File: src/rtl/ddif_pkg.sv
// Constants shared by the digital input function block.
package ddif_pkg;
  localparam int NUM_DI = 8;
  localparam int CLK_MHZ = 250;
  // Watchdog setting unit is 0.1 s; filter sample period is 1 ms.
  localparam int WD_UNIT_US = 100000;
  localparam int WD_TICK_CYC = CLK_MHZ * WD_UNIT_US;
  localparam int FILT_SAMPLE_US = 1000;
  localparam int FILT_TICK_CYC = CLK_MHZ * FILT_SAMPLE_US;
  localparam logic [6:0] FILT_COUNT_RST = 7'h0A;
  localparam logic [14:0] WD_TIME_RST = 15'h0064;
  localparam logic [14:0] WD_TIME_MAX = 15'h7530;
  localparam logic [2:0] COMBINE_SWAP = 3'h2;
  localparam logic [2:0] COMBINE_SUM = 3'h3;
  localparam logic [2:0] APP_1 = 3'h1;
  localparam logic [2:0] APP_2 = 3'h2;
  localparam logic [2:0] APP_4 = 3'h4;
  localparam logic [7:0] FN_SPEED1 = 8'h03;
  localparam logic [7:0] FN_SPEED2 = 8'h04;
  localparam logic [7:0] FN_SPEED3 = 8'h05;
  localparam logic [7:0] FN_SPEED4 = 8'h06;
  localparam logic [7:0] FN_RESET = 8'h07;
  localparam logic [7:0] FN_COAST = 8'h08;
  localparam logic [7:0] FN_EXT_TRIP = 8'h09;
  localparam logic [7:0] FN_RAMP_LO = 8'h12;
  localparam logic [7:0] FN_SRC_SWITCH = 8'h15;
  localparam logic [7:0] FN_FIRE_PRESS = 8'h20;
  localparam logic [7:0] FN_FIRE_MODE = 8'h21;
  localparam logic [7:0] FN_RAMP_HI = 8'h22;
  localparam logic [7:0] FN_PTC_NO = 8'h25;
  localparam logic [7:0] FN_PTC_NC = 8'h26;
  localparam logic [7:0] FN_HIGH_FREQ = 8'h30;
  localparam logic [7:0] FN_JOG = 8'h34;
  localparam logic [7:0] FN_WATCHDOG = 8'h35;
  localparam logic [7:0] FN_FREQ_RESET = 8'h36;
  localparam logic [7:0] FN_MAN_AUTO = 8'h37;
  localparam logic [7:0] FN_MANUAL = 8'h38;
  localparam logic [7:0] FN_AUTO = 8'h39;
  localparam logic [7:0] FN_DIRECTION = 8'h3A;
  localparam logic [3:0] SPEED_NONE = 4'hF;
endpackage

File: src/rtl/ddif_top.sv
// Digital input terminal function decode, watchdog and trip logic.
`timescale 1ns/1ps
module ddif_top #(
  parameter int unsigned WD_TICK = ddif_pkg::WD_TICK_CYC,
  parameter int unsigned FILT_TICK = ddif_pkg::FILT_TICK_CYC
) (
  input wire logic i_mclk,
  input wire logic i_rst,
  input wire logic [7:0] i_multifunction_input_n,
  input wire logic [63:0] i_func_sel,
  input wire logic [6:0] i_input_filter_count,
  input wire logic i_coast_stop_polarity,
  input wire logic i_ext_coast_stop_polarity,
  input wire logic [2:0] i_freq_source_combine_select,
  input wire logic [2:0] i_app_select,
  input wire logic i_pid_active,
  input wire logic i_fire_mode_enable,
  input wire logic i_running,
  input wire logic i_stopped,
  input wire logic i_fault_reset,
  input wire logic [14:0] i_watchdog_timeout_setting,
  input wire logic i_watchdog_stop_select,
  output logic [7:0] o_input_diag_view,
  output logic o_freq_sum_main,
  output logic o_freq_use_secondary,
  output logic o_fire_pressure_setpoint_sel,
  output logic o_fire_mode,
  output logic o_motor_overtemp_fault,
  output logic o_high_freq_mode,
  output logic o_jog_request,
  output logic o_reverse,
  output logic o_watchdog_fault,
  output logic o_wd_coast,
  output logic o_wd_decel,
  output logic o_freq_reset_load,
  output logic o_manual_auto_switch,
  output logic o_manual_run,
  output logic o_auto_run,
  output logic [1:0] o_ramp_set,
  output logic [3:0] o_speed_stage,
  output logic o_coast_stop,
  output logic o_external_trip,
  output logic o_external_fault_indication
);
  typedef enum logic [1:0] {WD_WATCH, WD_DECEL, WD_TRIP} ddif_wd_state_t;

  logic [7:0] func [ddif_pkg::NUM_DI];
  logic [7:0] filt;
  logic [7:0] valid;
  logic [17:0] filt_pre;
  logic [17:0] next_filt_pre;
  logic filt_tick;
  logic next_filt_tick;

  // Sample tick shared by all terminal filters.
  always_comb begin
    next_filt_tick = 1'b0;
    next_filt_pre = filt_pre + 18'h00001;
    if (filt_pre >= 18'(FILT_TICK - 1)) begin
      next_filt_pre = 18'h00000;
      next_filt_tick = 1'b1;
    end
  end

  always_ff @(posedge i_mclk) begin
    if (i_rst) begin
      filt_pre <= 18'h00000;
      filt_tick <= 1'b0;
    end else begin
      filt_pre <= next_filt_pre;
      filt_tick <= next_filt_tick;
    end
  end

  // Polarity is applied after the filter, so a polarity change is seen at once.
  for (genvar g = 0; g < ddif_pkg::NUM_DI; g++) begin : g_di
    assign func[g] = i_func_sel[g*8 +: 8];
    ddif_in_filt u_filt (
      .i_mclk(i_mclk),
      .i_rst(i_rst),
      .i_tick(filt_tick),
      .i_count(i_input_filter_count),
      .i_raw(i_multifunction_input_n[g]),
      .o_level(filt[g])
    );
    assign valid[g] = filt[g] ^ (((func[g] == ddif_pkg::FN_COAST) && !i_coast_stop_polarity) ||
      ((func[g] == ddif_pkg::FN_EXT_TRIP) && !i_ext_coast_stop_polarity));
  end

  function automatic logic fn_on(input logic [7:0] code);
    fn_on = 1'b0;
    for (int k = 0; k < ddif_pkg::NUM_DI; k++) begin
      if (func[k] == code && valid[k]) begin
        fn_on = 1'b1;
      end
    end
  endfunction

  function automatic logic fn_off(input logic [7:0] code);
    fn_off = 1'b0;
    for (int k = 0; k < ddif_pkg::NUM_DI; k++) begin
      if (func[k] == code && !valid[k]) begin
        fn_off = 1'b1;
      end
    end
  endfunction

  logic coast_in;
  logic ext_in;
  logic clear_req;
  logic [3:0] speed_code;
  logic app12;
  logic src_on;
  logic fire_mode_on;
  logic ptc_no_on;
  logic ptc_nc_off;
  logic dir_on;
  logic [1:0] ramp_code;

  always_comb begin
    coast_in = fn_on(ddif_pkg::FN_COAST);
    ext_in = fn_on(ddif_pkg::FN_EXT_TRIP);
    clear_req = i_fault_reset || fn_on(ddif_pkg::FN_RESET);
    speed_code = {fn_on(ddif_pkg::FN_SPEED4), fn_on(ddif_pkg::FN_SPEED3),
      fn_on(ddif_pkg::FN_SPEED2), fn_on(ddif_pkg::FN_SPEED1)};
    src_on = fn_on(ddif_pkg::FN_SRC_SWITCH);
    fire_mode_on = fn_on(ddif_pkg::FN_FIRE_MODE);
    ptc_no_on = fn_on(ddif_pkg::FN_PTC_NO);
    ptc_nc_off = fn_off(ddif_pkg::FN_PTC_NC);
    dir_on = fn_on(ddif_pkg::FN_DIRECTION);
    ramp_code = {fn_on(ddif_pkg::FN_RAMP_HI), fn_on(ddif_pkg::FN_RAMP_LO)};
  end
  assign app12 = (i_app_select == ddif_pkg::APP_1) || (i_app_select == ddif_pkg::APP_2);

  logic [7:0] next_diag;
  logic next_sum;
  logic next_secondary;
  logic next_fire_press;
  logic next_fire_mode;
  logic next_ot;
  logic next_high_freq;
  logic next_jog;
  logic next_reverse;
  logic next_freq_reset;
  logic next_man_auto;
  logic next_manual;
  logic next_auto;
  logic [1:0] next_ramp;
  logic [3:0] next_speed;
  logic next_coast;
  logic next_ext_trip;
  logic next_ext_ind;
  logic ot_set;
  logic ws_coast;

  always_comb begin
    next_diag = valid;
    next_sum = fn_on(ddif_pkg::FN_SRC_SWITCH) &&
      (i_freq_source_combine_select == ddif_pkg::COMBINE_SUM);
    next_secondary = fn_on(ddif_pkg::FN_SRC_SWITCH) &&
      (i_freq_source_combine_select == ddif_pkg::COMBINE_SWAP);
    next_fire_press = i_pid_active && fn_on(ddif_pkg::FN_FIRE_PRESS);
    next_fire_mode = i_fire_mode_enable && fn_on(ddif_pkg::FN_FIRE_MODE);
    ot_set = i_running && (fn_on(ddif_pkg::FN_PTC_NO) ||
      fn_off(ddif_pkg::FN_PTC_NC));
    // A trip arriving with the reset is kept rather than lost.
    next_ot = ot_set || (o_motor_overtemp_fault && !clear_req);
    next_high_freq = fn_on(ddif_pkg::FN_HIGH_FREQ);
    next_reverse = fn_on(ddif_pkg::FN_DIRECTION);
    next_jog = app12 && fn_on(ddif_pkg::FN_JOG) && !coast_in && !ext_in;
    next_freq_reset = (i_app_select == ddif_pkg::APP_4) &&
      fn_on(ddif_pkg::FN_FREQ_RESET);
    next_man_auto = (i_app_select == ddif_pkg::APP_2) && fn_on(ddif_pkg::FN_MAN_AUTO);
    next_manual = next_man_auto && fn_on(ddif_pkg::FN_MANUAL);
    next_auto = next_man_auto && fn_on(ddif_pkg::FN_AUTO) && !next_manual;
    next_ramp = {fn_on(ddif_pkg::FN_RAMP_HI), fn_on(ddif_pkg::FN_RAMP_LO)};
    next_speed = 4'h0;
    if (speed_code != ddif_pkg::SPEED_NONE) begin
      next_speed = speed_code + 4'h1;
    end
    // A watchdog coast is merged here so one output cuts the bridge.
    next_coast = coast_in || ws_coast;
    next_ext_trip = ext_in;
    next_ext_ind = ext_in || (o_external_fault_indication && !clear_req);
  end

  always_ff @(posedge i_mclk) begin
    if (i_rst) begin
      o_input_diag_view <= 8'h00;
      o_freq_sum_main <= 1'b0;
      o_freq_use_secondary <= 1'b0;
      o_fire_pressure_setpoint_sel <= 1'b0;
      o_fire_mode <= 1'b0;
      o_motor_overtemp_fault <= 1'b0;
      o_high_freq_mode <= 1'b0;
      o_jog_request <= 1'b0;
      o_reverse <= 1'b0;
      o_freq_reset_load <= 1'b0;
      o_manual_auto_switch <= 1'b0;
      o_manual_run <= 1'b0;
      o_auto_run <= 1'b0;
      o_ramp_set <= 2'h0;
      o_speed_stage <= 4'h0;
      o_coast_stop <= 1'b0;
      o_external_trip <= 1'b0;
      o_external_fault_indication <= 1'b0;
    end else begin
      o_input_diag_view <= next_diag;
      o_freq_sum_main <= next_sum;
      o_freq_use_secondary <= next_secondary;
      o_fire_pressure_setpoint_sel <= next_fire_press;
      o_fire_mode <= next_fire_mode;
      o_motor_overtemp_fault <= next_ot;
      o_high_freq_mode <= next_high_freq;
      o_jog_request <= next_jog;
      o_reverse <= next_reverse;
      o_freq_reset_load <= next_freq_reset;
      o_manual_auto_switch <= next_man_auto;
      o_manual_run <= next_manual;
      o_auto_run <= next_auto;
      o_ramp_set <= next_ramp;
      o_speed_stage <= next_speed;
      o_coast_stop <= next_coast;
      o_external_trip <= next_ext_trip;
      o_external_fault_indication <= next_ext_ind;
    end
  end

  // Watchdog: counts 0.1 s units since the last filtered rising edge.
  ddif_wd_state_t wd_state;
  ddif_wd_state_t next_wd_state;
  logic [24:0] wd_pre;
  logic [24:0] next_wd_pre;
  logic [14:0] wd_cnt;
  logic [14:0] next_wd_cnt;
  logic wd_prev;
  logic wd_level;
  logic wd_edge;
  logic wd_armed;
  logic next_wd_fault;
  logic next_wd_coast;
  logic next_wd_decel;

  always_comb begin
    wd_level = fn_on(ddif_pkg::FN_WATCHDOG);
    wd_armed = (wd_level || fn_off(ddif_pkg::FN_WATCHDOG)) &&
      (i_watchdog_timeout_setting != 15'h0000);
  end
  assign wd_edge = wd_level && !wd_prev;
  assign ws_coast = o_wd_coast;

  always_comb begin
    next_wd_state = wd_state;
    next_wd_pre = wd_pre;
    next_wd_cnt = wd_cnt;
    next_wd_fault = o_watchdog_fault;
    next_wd_coast = o_wd_coast;
    next_wd_decel = o_wd_decel;
    case (wd_state)
      WD_WATCH: begin
        if (!wd_armed || wd_edge) begin
          next_wd_pre = 25'h0000000;
          next_wd_cnt = 15'h0000;
        end else if (wd_cnt >= i_watchdog_timeout_setting) begin
          next_wd_pre = 25'h0000000;
          if (i_watchdog_stop_select) begin
            next_wd_state = WD_DECEL;
            next_wd_decel = 1'b1;
          end else begin
            next_wd_state = WD_TRIP;
            next_wd_fault = 1'b1;
            next_wd_coast = 1'b1;
          end
        end else if (wd_pre >= 25'(WD_TICK - 1)) begin
          next_wd_pre = 25'h0000000;
          if (wd_cnt != ddif_pkg::WD_TIME_MAX) begin
            next_wd_cnt = wd_cnt + 15'h0001;
          end
        end else begin
          next_wd_pre = wd_pre + 25'h0000001;
        end
      end
      WD_DECEL: begin
        if (i_stopped) begin
          next_wd_state = WD_TRIP;
          next_wd_fault = 1'b1;
          next_wd_decel = 1'b0;
        end
      end
      WD_TRIP: begin
        if (clear_req) begin
          next_wd_state = WD_WATCH;
          next_wd_fault = 1'b0;
          next_wd_coast = 1'b0;
          next_wd_cnt = 15'h0000;
        end
      end
      default: begin
        next_wd_state = WD_WATCH;
      end
    endcase
  end

  always_ff @(posedge i_mclk) begin
    if (i_rst) begin
      wd_state <= WD_WATCH;
      wd_pre <= 25'h0000000;
      wd_cnt <= 15'h0000;
      wd_prev <= 1'b0;
      o_watchdog_fault <= 1'b0;
      o_wd_coast <= 1'b0;
      o_wd_decel <= 1'b0;
    end else begin
      wd_state <= next_wd_state;
      wd_pre <= next_wd_pre;
      wd_cnt <= next_wd_cnt;
      wd_prev <= wd_level;
      o_watchdog_fault <= next_wd_fault;
      o_wd_coast <= next_wd_coast;
      o_wd_decel <= next_wd_decel;
    end
  end
endmodule // ddif_top

File: src/rtl/ddif_in_filt.sv
// One terminal's debounce filter: a new level must persist for N samples.
`timescale 1ns/1ps
module ddif_in_filt (
  input wire logic i_mclk,
  input wire logic i_rst,
  input wire logic i_tick,
  input wire logic [6:0] i_count,
  input wire logic i_raw,
  output logic o_level
);
  logic [6:0] run;
  logic [6:0] next_run;
  logic next_level;
  logic [6:0] limit;

  // A zero count acts as one: a change is accepted on its first differing sample.
  assign limit = (i_count == 7'h00) ? 7'h01 : i_count;

  always_comb begin
    next_run = run;
    next_level = o_level;
    if (i_tick) begin
      if (i_raw == o_level) begin
        next_run = 7'h00;
      end else if (run + 7'h01 >= limit) begin
        next_level = i_raw;
        next_run = 7'h00;
      end else begin
        next_run = run + 7'h01;
      end
    end
  end

  always_ff @(posedge i_mclk) begin
    if (i_rst) begin
      run <= 7'h00;
      o_level <= 1'b0;
    end else begin
      run <= next_run;
      o_level <= next_level;
    end
  end
endmodule // ddif_in_filt

File: config.mk
export PLATFORM = sky130hd
export DESIGN_NAME = ddif_top
export DESIGN_NICKNAME = d
export VERILOG_FILES = /design/src/rtl/ddif_pkg.sv /design/src/rtl/ddif_top.sv /design/src/rtl/ddif_in_filt.sv
export SDC_FILE = /design/constraint.sdc
export NUM_CORES = 1
export LEC_CHECK = 0
export ABC_CLOCK_PERIOD_IN_PS = 3270
export BUFFER_PORTS_ARGS = -buffer_cell sky130_fd_sc_hd__buf_4
export CAP_MARGIN = 20
export CORE_AREA = 2 2 198 200
export DETAILED_ROUTE_END_ITERATION = 6
export DIE_AREA = 0 0 200 202
export PLACE_DENSITY_LB_ADDON = 0.1
export SLEW_MARGIN = 5
export SYNTH_ARGS = -nofsm -noshare
export SYNTH_HDL_FRONTEND = slang
export SYNTH_SLANG_ARGS = --single-unit
File: constraint.sdc
create_clock -name i_mclk -period 3.27 [get_ports i_mclk]
set_clock_uncertainty 0.1 [all_clocks]
set_input_delay 0 -clock i_mclk [delete_from_list [all_inputs] [get_ports i_mclk]]
set_output_delay 0 -clock i_mclk [all_outputs]
set_load 0.005 [all_outputs]
After elaboration in Yosys (flattened, before gate mapping)

Cells that the tools add are included.

Register bits after elaboration: 158
Output and inout bits: 32

Add/sub/neg operators: 12
$lt $le $gt $ge: 11
Eq/ne operators: 202
Mux-type cells: 229
Bitwise logic cells: 17
Reduce and logical (&&, ||, !) cells: 270

Operator list:

| cell                  | count |
|---|---|
| $eq 8x6->1 const B    | 104 |
| $eq 8x3->1 const B    | 32 |
| $logic_and 1x1->1     | 217 |
| $mux 1                | 194 |
| $eq 8x4->1 const B    | 16 |
| $eq 8x5->1 const B    | 16 |
| $mux 7                | 17 |
| $mux 15               | 5 |
| $mux 25               | 3 |
| $eq 8x2->1 const B    | 8 |
| $add 7x1->7 const B   | 8 |
| $ge 7x7->1            | 8 |
| $pmux 15 s2           | 1 |
| $add 25x1->25 const B | 1 |
| $ge 25x25->1 const B  | 1 |
| $reduce_and 3->1      | 8 |
| $add 18x1->18 const B | 1 |
| $ge 18x18->1 const B  | 1 |
| $logic_not 1->1       | 16 |
| $logic_or 1x1->1      | 16 |
| $add 15x1->15 const B | 1 |
| $ge 15x15->1          | 1 |
| $ne 15x15->1 const B  | 1 |
| $reduce_and 5->1      | 3 |
| 24 further kinds      | 62 |

Depth between registers and ports, before layout

Depth after elaboration: 20
Depth in mapped cells: 11
Depth with buffers taken out: 11

Modules after synthesis

A second synthesis with hierarchy kept.

Cells, all modules: 1524
Area total of the unflattened synthesis: 12438.2 µm²

By module, submodules not included:

| module       | times used | cells an instance | area an instance (µm²) | seq. area each (µm²) |
|---|---|---|---|---|
| ddif_top     | 1          | 1020              | 7513.5                 | 1881.8 |
| ddif_in_filt | 8          | 63                | 615.6                  | 160.2 |

Worst setup path before layout

Ideal clock, no wire load.

Kind: reg2reg
Start point: register g_di[5].u_filt.o_level
End point: register wd_cnt[14]
Library setup time: 0.122 ns
Arrival time: 2.288 ns
Data required time: 3.048 ns
Setup slack: 0.761 ns
Cell stages (with the launch flop): 10
Buffers on the path: 2
Path through: dfxtp_1 > clkbuf_1 > nor4_1 > or4_1 > a211o_1 > o2111ai_4 > o22ai_2 > buf_2 > o21ai_1 > o31ai_1

Word-level cells in the longest chain between the ends: 12
Elaborated cells between the ends (all ways): 27
Those cells by class: 4 x eq/ne; 11 x mux; 1 x bitwise; 11 x reduce/logical

Ends and longest elaborated chain:

| item                                                                    | line               | text |
|---|---|---|
| start, declared                                                         | ddif_in_filt.sv:9  | `output logic o_level` |
| start signal, assigned                                                  | ddif_in_filt.sv:40 | `o_level <= next_level;` |
| $xor 1x1->1 *                                                           | ddif_top.sv:86     | `assign valid[g] = filt[g] ^ (((func[g] == ddif_pkg::FN_COAST) && !i_coast_stop_polarity) \|\|` |
| $logic_not 1->1                                                         | ddif_top.sv:102    | `if (func[k] == code && !valid[k]) begin` |
| $logic_and 1x1->1                                                       | ddif_top.sv:102    |  |
| $mux 1 (3 in series)                                                    | ddif_top.sv:102    |  |
| $logic_or 1x1->1                                                        | ddif_top.sv:246    | `wd_armed = (wd_level \|\| fn_off(ddif_pkg::FN_WATCHDOG)) &&` |
| $logic_and 1x1->1                                                       | ddif_top.sv:246    |  |
| $logic_not 1->1                                                         | ddif_top.sv:261    | `if (!wd_armed \|\| wd_edge) begin` |
| $logic_or 1x1->1                                                        | ddif_top.sv:261    |  |
| $ne 3x3->1 (no source line) / $mux 15 (equally long branches)           | -                  |  |
| $reduce_and 5->1 (no source line) / $pmux 15 s2 (equally long branches) | -                  |  |
| end signal, assigned                                                    | ddif_top.sv:316    | `wd_cnt <= next_wd_cnt;` |
| end, declared                                                           | ddif_top.sv:234    | `logic [14:0] wd_cnt;` |

Every way passes the cells marked *; elsewhere a longest branch is shown, timed or not.
A chain may end at the register's enable or synchronous reset.

Worst setup path after layout

Start point: input port i_func_sel[46]
End point: register o_jog_request

Word-level cells in the longest chain between the ends: 11
Elaborated cells between the ends (all ways): 24
Those cells by class: 3 x eq/ne; 9 x mux; 1 x bitwise; 11 x reduce/logical

Ends and longest elaborated chain:

| item                                                        | line                                           | text |
|---|---|---|
| start, declared                                             | ddif_top.sv:10                                 | `input wire logic [63:0] i_func_sel,` |
| $eq 8x4->1 (on tied branches)                               | ddif_top.sv:86, ddif_top.sv:93, ddif_top.sv:87 |  |
| $logic_and 1x1->1 (on tied branches)                        | ddif_top.sv:86, ddif_top.sv:87                 |  |
| $logic_or 1x1->1                                            | ddif_top.sv:86                                 |  |
| $xor 1x1->1                                                 | ddif_top.sv:86                                 |  |
| $logic_and 1x1->1                                           | ddif_top.sv:93                                 | `if (func[k] == code && valid[k]) begin` |
| $mux 1 (3 in series)                                        | ddif_top.sv:93                                 |  |
| $logic_and 1x1->1 / $logic_not 1->1 (equally long branches) | ddif_top.sv:170                                | `next_jog = app12 && fn_on(ddif_pkg::FN_JOG) && !coast_in && !ext_in;` |
| $logic_and 1x1->1                                           | ddif_top.sv:170                                |  |
| $logic_and 1x1->1 *                                         | ddif_top.sv:170                                |  |
| end signal, assigned                                        | ddif_top.sv:215                                | `o_jog_request <= next_jog;` |
| end, declared                                               | ddif_top.sv:30                                 | `output logic o_jog_request,` |

Marks and branches as above.

==> flow_metrics.py <==
metrics = {
    "run_status": {
        "status": "completed",
    },
    "logic_synthesis": {
        "ys_types": 69,
        "syn_area_per_cell_um2": 7.58,
        "synthArstFlopShare_pct": 0,
        "synth_ff_type": "dfxtp_1",
        "synth_area_leaders": "dfxtp_1, ha_1, nand2_1",
        "synth_edf_count": 0,
        "ys_seq_area_share_pct": 28.0,
        "synth.largest_area_cell": "dfxtp_1",
        "yosys_warnings": 0,
        "ys_ff_latch": 158,
        "syn_inst": 1490,
        "netlist_area_um2": 11300,
        "netlist.area_leader.share_pct": 28.0,
        "synth_fp_nets": 1687,
    },
    "setup_path": {
        "critPathKind": "in -> reg",
        "critPathArrivalTime_ns": 3.32,
        "ff2ff_setup_slack_ns": 0.27,
        "crit_fanout": 5,
        "required_ns": 3.55,
        "worst_setup_path_start_kind": "input port",
        "worst_setup_path_end_kind": "flip-flop",
    },
    "placement": {
        "globalplace.congestion": 0.963,
        "hpwl_mm": 31.5,
        "port_buffers": 141,
    },
    "clock_network": {
        "clock_latency_ns": 0.44,
        "clk_pin_slew_ns": 0.06,
        "post_cts_buffers": 0,
        "cts_inserted_buffers": 17,
        "tritoncts": "built",
        "htreeDepth": 4,
        "cts_max_path_buffers": 2,
        "cts-root-buf": "clkbuf_16",
        "cts_sinks": 158,
    },
    "grt": {
        "grt_use_met1_pct": 28.2,
        "grtUsageTotal_pct": 20.5,
        "grt_pass1_wl_mm": 63.5,
        "met2_usage_pct": 31.3,
        "grt_max_degree": 57,
        "top_usage_layer": "met2",
        "antenna_found_initial": 1,
        "grt_use_met3_pct": 3.75,
        "grt_pass1_vias": 11100,
        "grt_overflow": 0,
    },
    "power": {
        "p_int_mw": 3.47,
        "swShare_pct": 25.5,
        "p_leak_nw": 6.02,
        "power_frac_comb_pct": 11.5,
        "switchingPower_mw": 1.19,
        "clockPowerShare_pct": 47.0,
        "design_power_total_mw": 4.66,
        "pwr-share-seq_pct": 41.5,
        "power_density_nw_per_um2": 329,
        "ir_drop_uv": 379,
    },
    "finish": {
        "fillers": 4051,
        "final_cell_mix": "buf_4, nand2_1, dfxtp_1",
        "drive_gt1_share_pct": 13.5,
        "final_common_cell": "buf_4",
        "fin_nets": 1881,
        "area_growth_syn_to_layout_pct": 25.6,
    },
    "timing": {
        "fin_setup_tns_ns": 0,
        "worstMarginPinSlew_ns": 0.856,
        "setup_viol": 0,
        "whs_ns": 0.0445,
        "slew_headroom_pct": 42.3,
        "final_hold_viol_count": 0,
        "rsz0062_at_grt": "no",
        "final.period_utilization_pct": 92.9,
        "drv_slew": 0,
        "post-route-min-period_ns": 3.04,
        "max_freq_ghz": 0.329,
    },
    "route": {
        "wire_per_inst_um": 18.5,
        "drc": 0,
        "drt_iter0_markers": 889,
        "ant_nets": 0,
        "vias": 11500,
        "viasPerCell": 5.19,
        "drtPass1Iterations": 5,
        "finalWirelength_mm": 40.9,
    },
    "floorplanning": {
        "fp.dieH_um": 202,
        "row_count": 72,
        "start_util_pct": 29.5,
        "core_um2": 38300,
        "fp.dieArea_um2": 40400,
        "die_x_um": 200,
        "num_io_pins": 142,
    },
    "worst_hold_path": {
        "worst_hold_path_type": "in -> reg",
    },
    "flow_run": {
        "drv_cap": 0,
    },
}
[timing repair]
| action | in CTS | in global routing |
|---|---|---|
| hold buffers | 46 | 0 |
| endpoints found under the setup margin | 0 | 1 |
| endpoints found under the hold margin | 40 | 0 |
| resized for setup | 0 | 1 |
[cells by family after synthesis]
family,count (synthesis),share of synthesized area [%]
AND/OR/NAND/NOR,639,28.7
AO/OA/AOI/OAI,349,20.5
buffers and inverters,160,5.39
flip-flops,158,28.0
adder cells (fa/ha/maj),87,9.64
XOR/XNOR,80,6.20
multiplexers,17,1.58
[metrics by stage]
| step | util [%] | instance area, µm² | std cells | setup WS, ns |
|---|---|---|---|---|
| floorplan | - | 11300 | 1490 | 0.761 |
| global placement | 34.2 | 13100 | 2137 | 0.360 |
| detailed placement | 34.2 | 13100 | 2137 | 0.324 |
| CTS | 37.0 | 14200 | 2213 | 0.0866 |
| global route | 37.0 | 14200 | 2213 | 0.0920 |
| finish | 37.0 | 14200 | 2214 | 0.231 |
[metal layers]
metal / part of all wire [%] / routed length (µm)
met5: 0 / 0
met2: 44 / 17900
met1: 48 / 19500
met4: 3.5 / 1450
met3: 5.1 / 2100
[layout make-up]
type,instances,area [µm²],share of cell area [%]
clock buffers,21,460,3.25
multi-input cells,1172,7540,53.1
well taps,518,648,4.57
repair buffers,221,1790,12.6
clock inverters,9,159,1.12
diodes,1,2.50,0.0176
flip-flops and latches,158,3160,22.3
inverters,114,428,3.02
[final timing paths]
path,start,end,cells after the start
max,i_func_sel[46],o_jog_request$_SDFF_PP0_,11
max reg2reg,g_di[5].u_filt.o_level$_SDFFE_PP0P_,o_jog_request$_SDFF_PP0_,10
min reg2reg,filt_pre[0]$_SDFF_PP0_,filt_pre[0]$_SDFF_PP0_,1
min,i_func_sel[51],o_high_freq_mode$_SDFF_PP0_,4
[cells in the mapped netlist, types with 15 or more instances]
library cell,n
o21ai_0,88
xnor2_1,42
nand4_1,17
a211oi_1,15
a31oi_1,18
nand3_1,75
o41ai_1,15
dfxtp_1,158
clkbuf_1,37
a21oi_1,45
o211ai_1,19
inv_1,113
nand2_1,170
xor2_1,38
ha_1,87
o21ai_1,36
nand2b_1,38
nor4_1,45
and3_1,41
nor3_1,43
a21o_1,41
nor2b_1,22
nor2_1,125
[worst max-delay path, stage by stage]
cell	delay (ns)
dlygate4sd3_1	0.53
buf_4	0.14
or3b_2	0.50
nor2_1	0.27
nor4b_2	0.39
a221oi_1	0.13
o2111ai_1	0.18
a21oi_1	0.09
a2111oi_0	0.36
dlygate4sd3_1	0.59
and3_1	0.14
[state kept, by name, summed over array words and instances (netlist names), 2 cells and up]
name and flops:
o_ramp_set 2, o_speed_stage 4, filt_pre 18, wd_state 2, g_di.u_filt.run 56, wd_cnt 15, g_di.u_filt.o_level 8, o_input_diag_view 8
wd_pre 25
[power groups by stage]
stage	registers, mW	clock network, mW	logic (mW)
2_1_floorplan	1.98	0	0.243
5_1_grt	1.94	2.34	0.585
3_5_place_dp	1.98	0	0.497
4_1_cts	1.94	2.26	0.532
6_report	1.94	2.19	0.535
3_3_place_gp	1.98	0	0.497
Power figures use the tool's default switching activity.
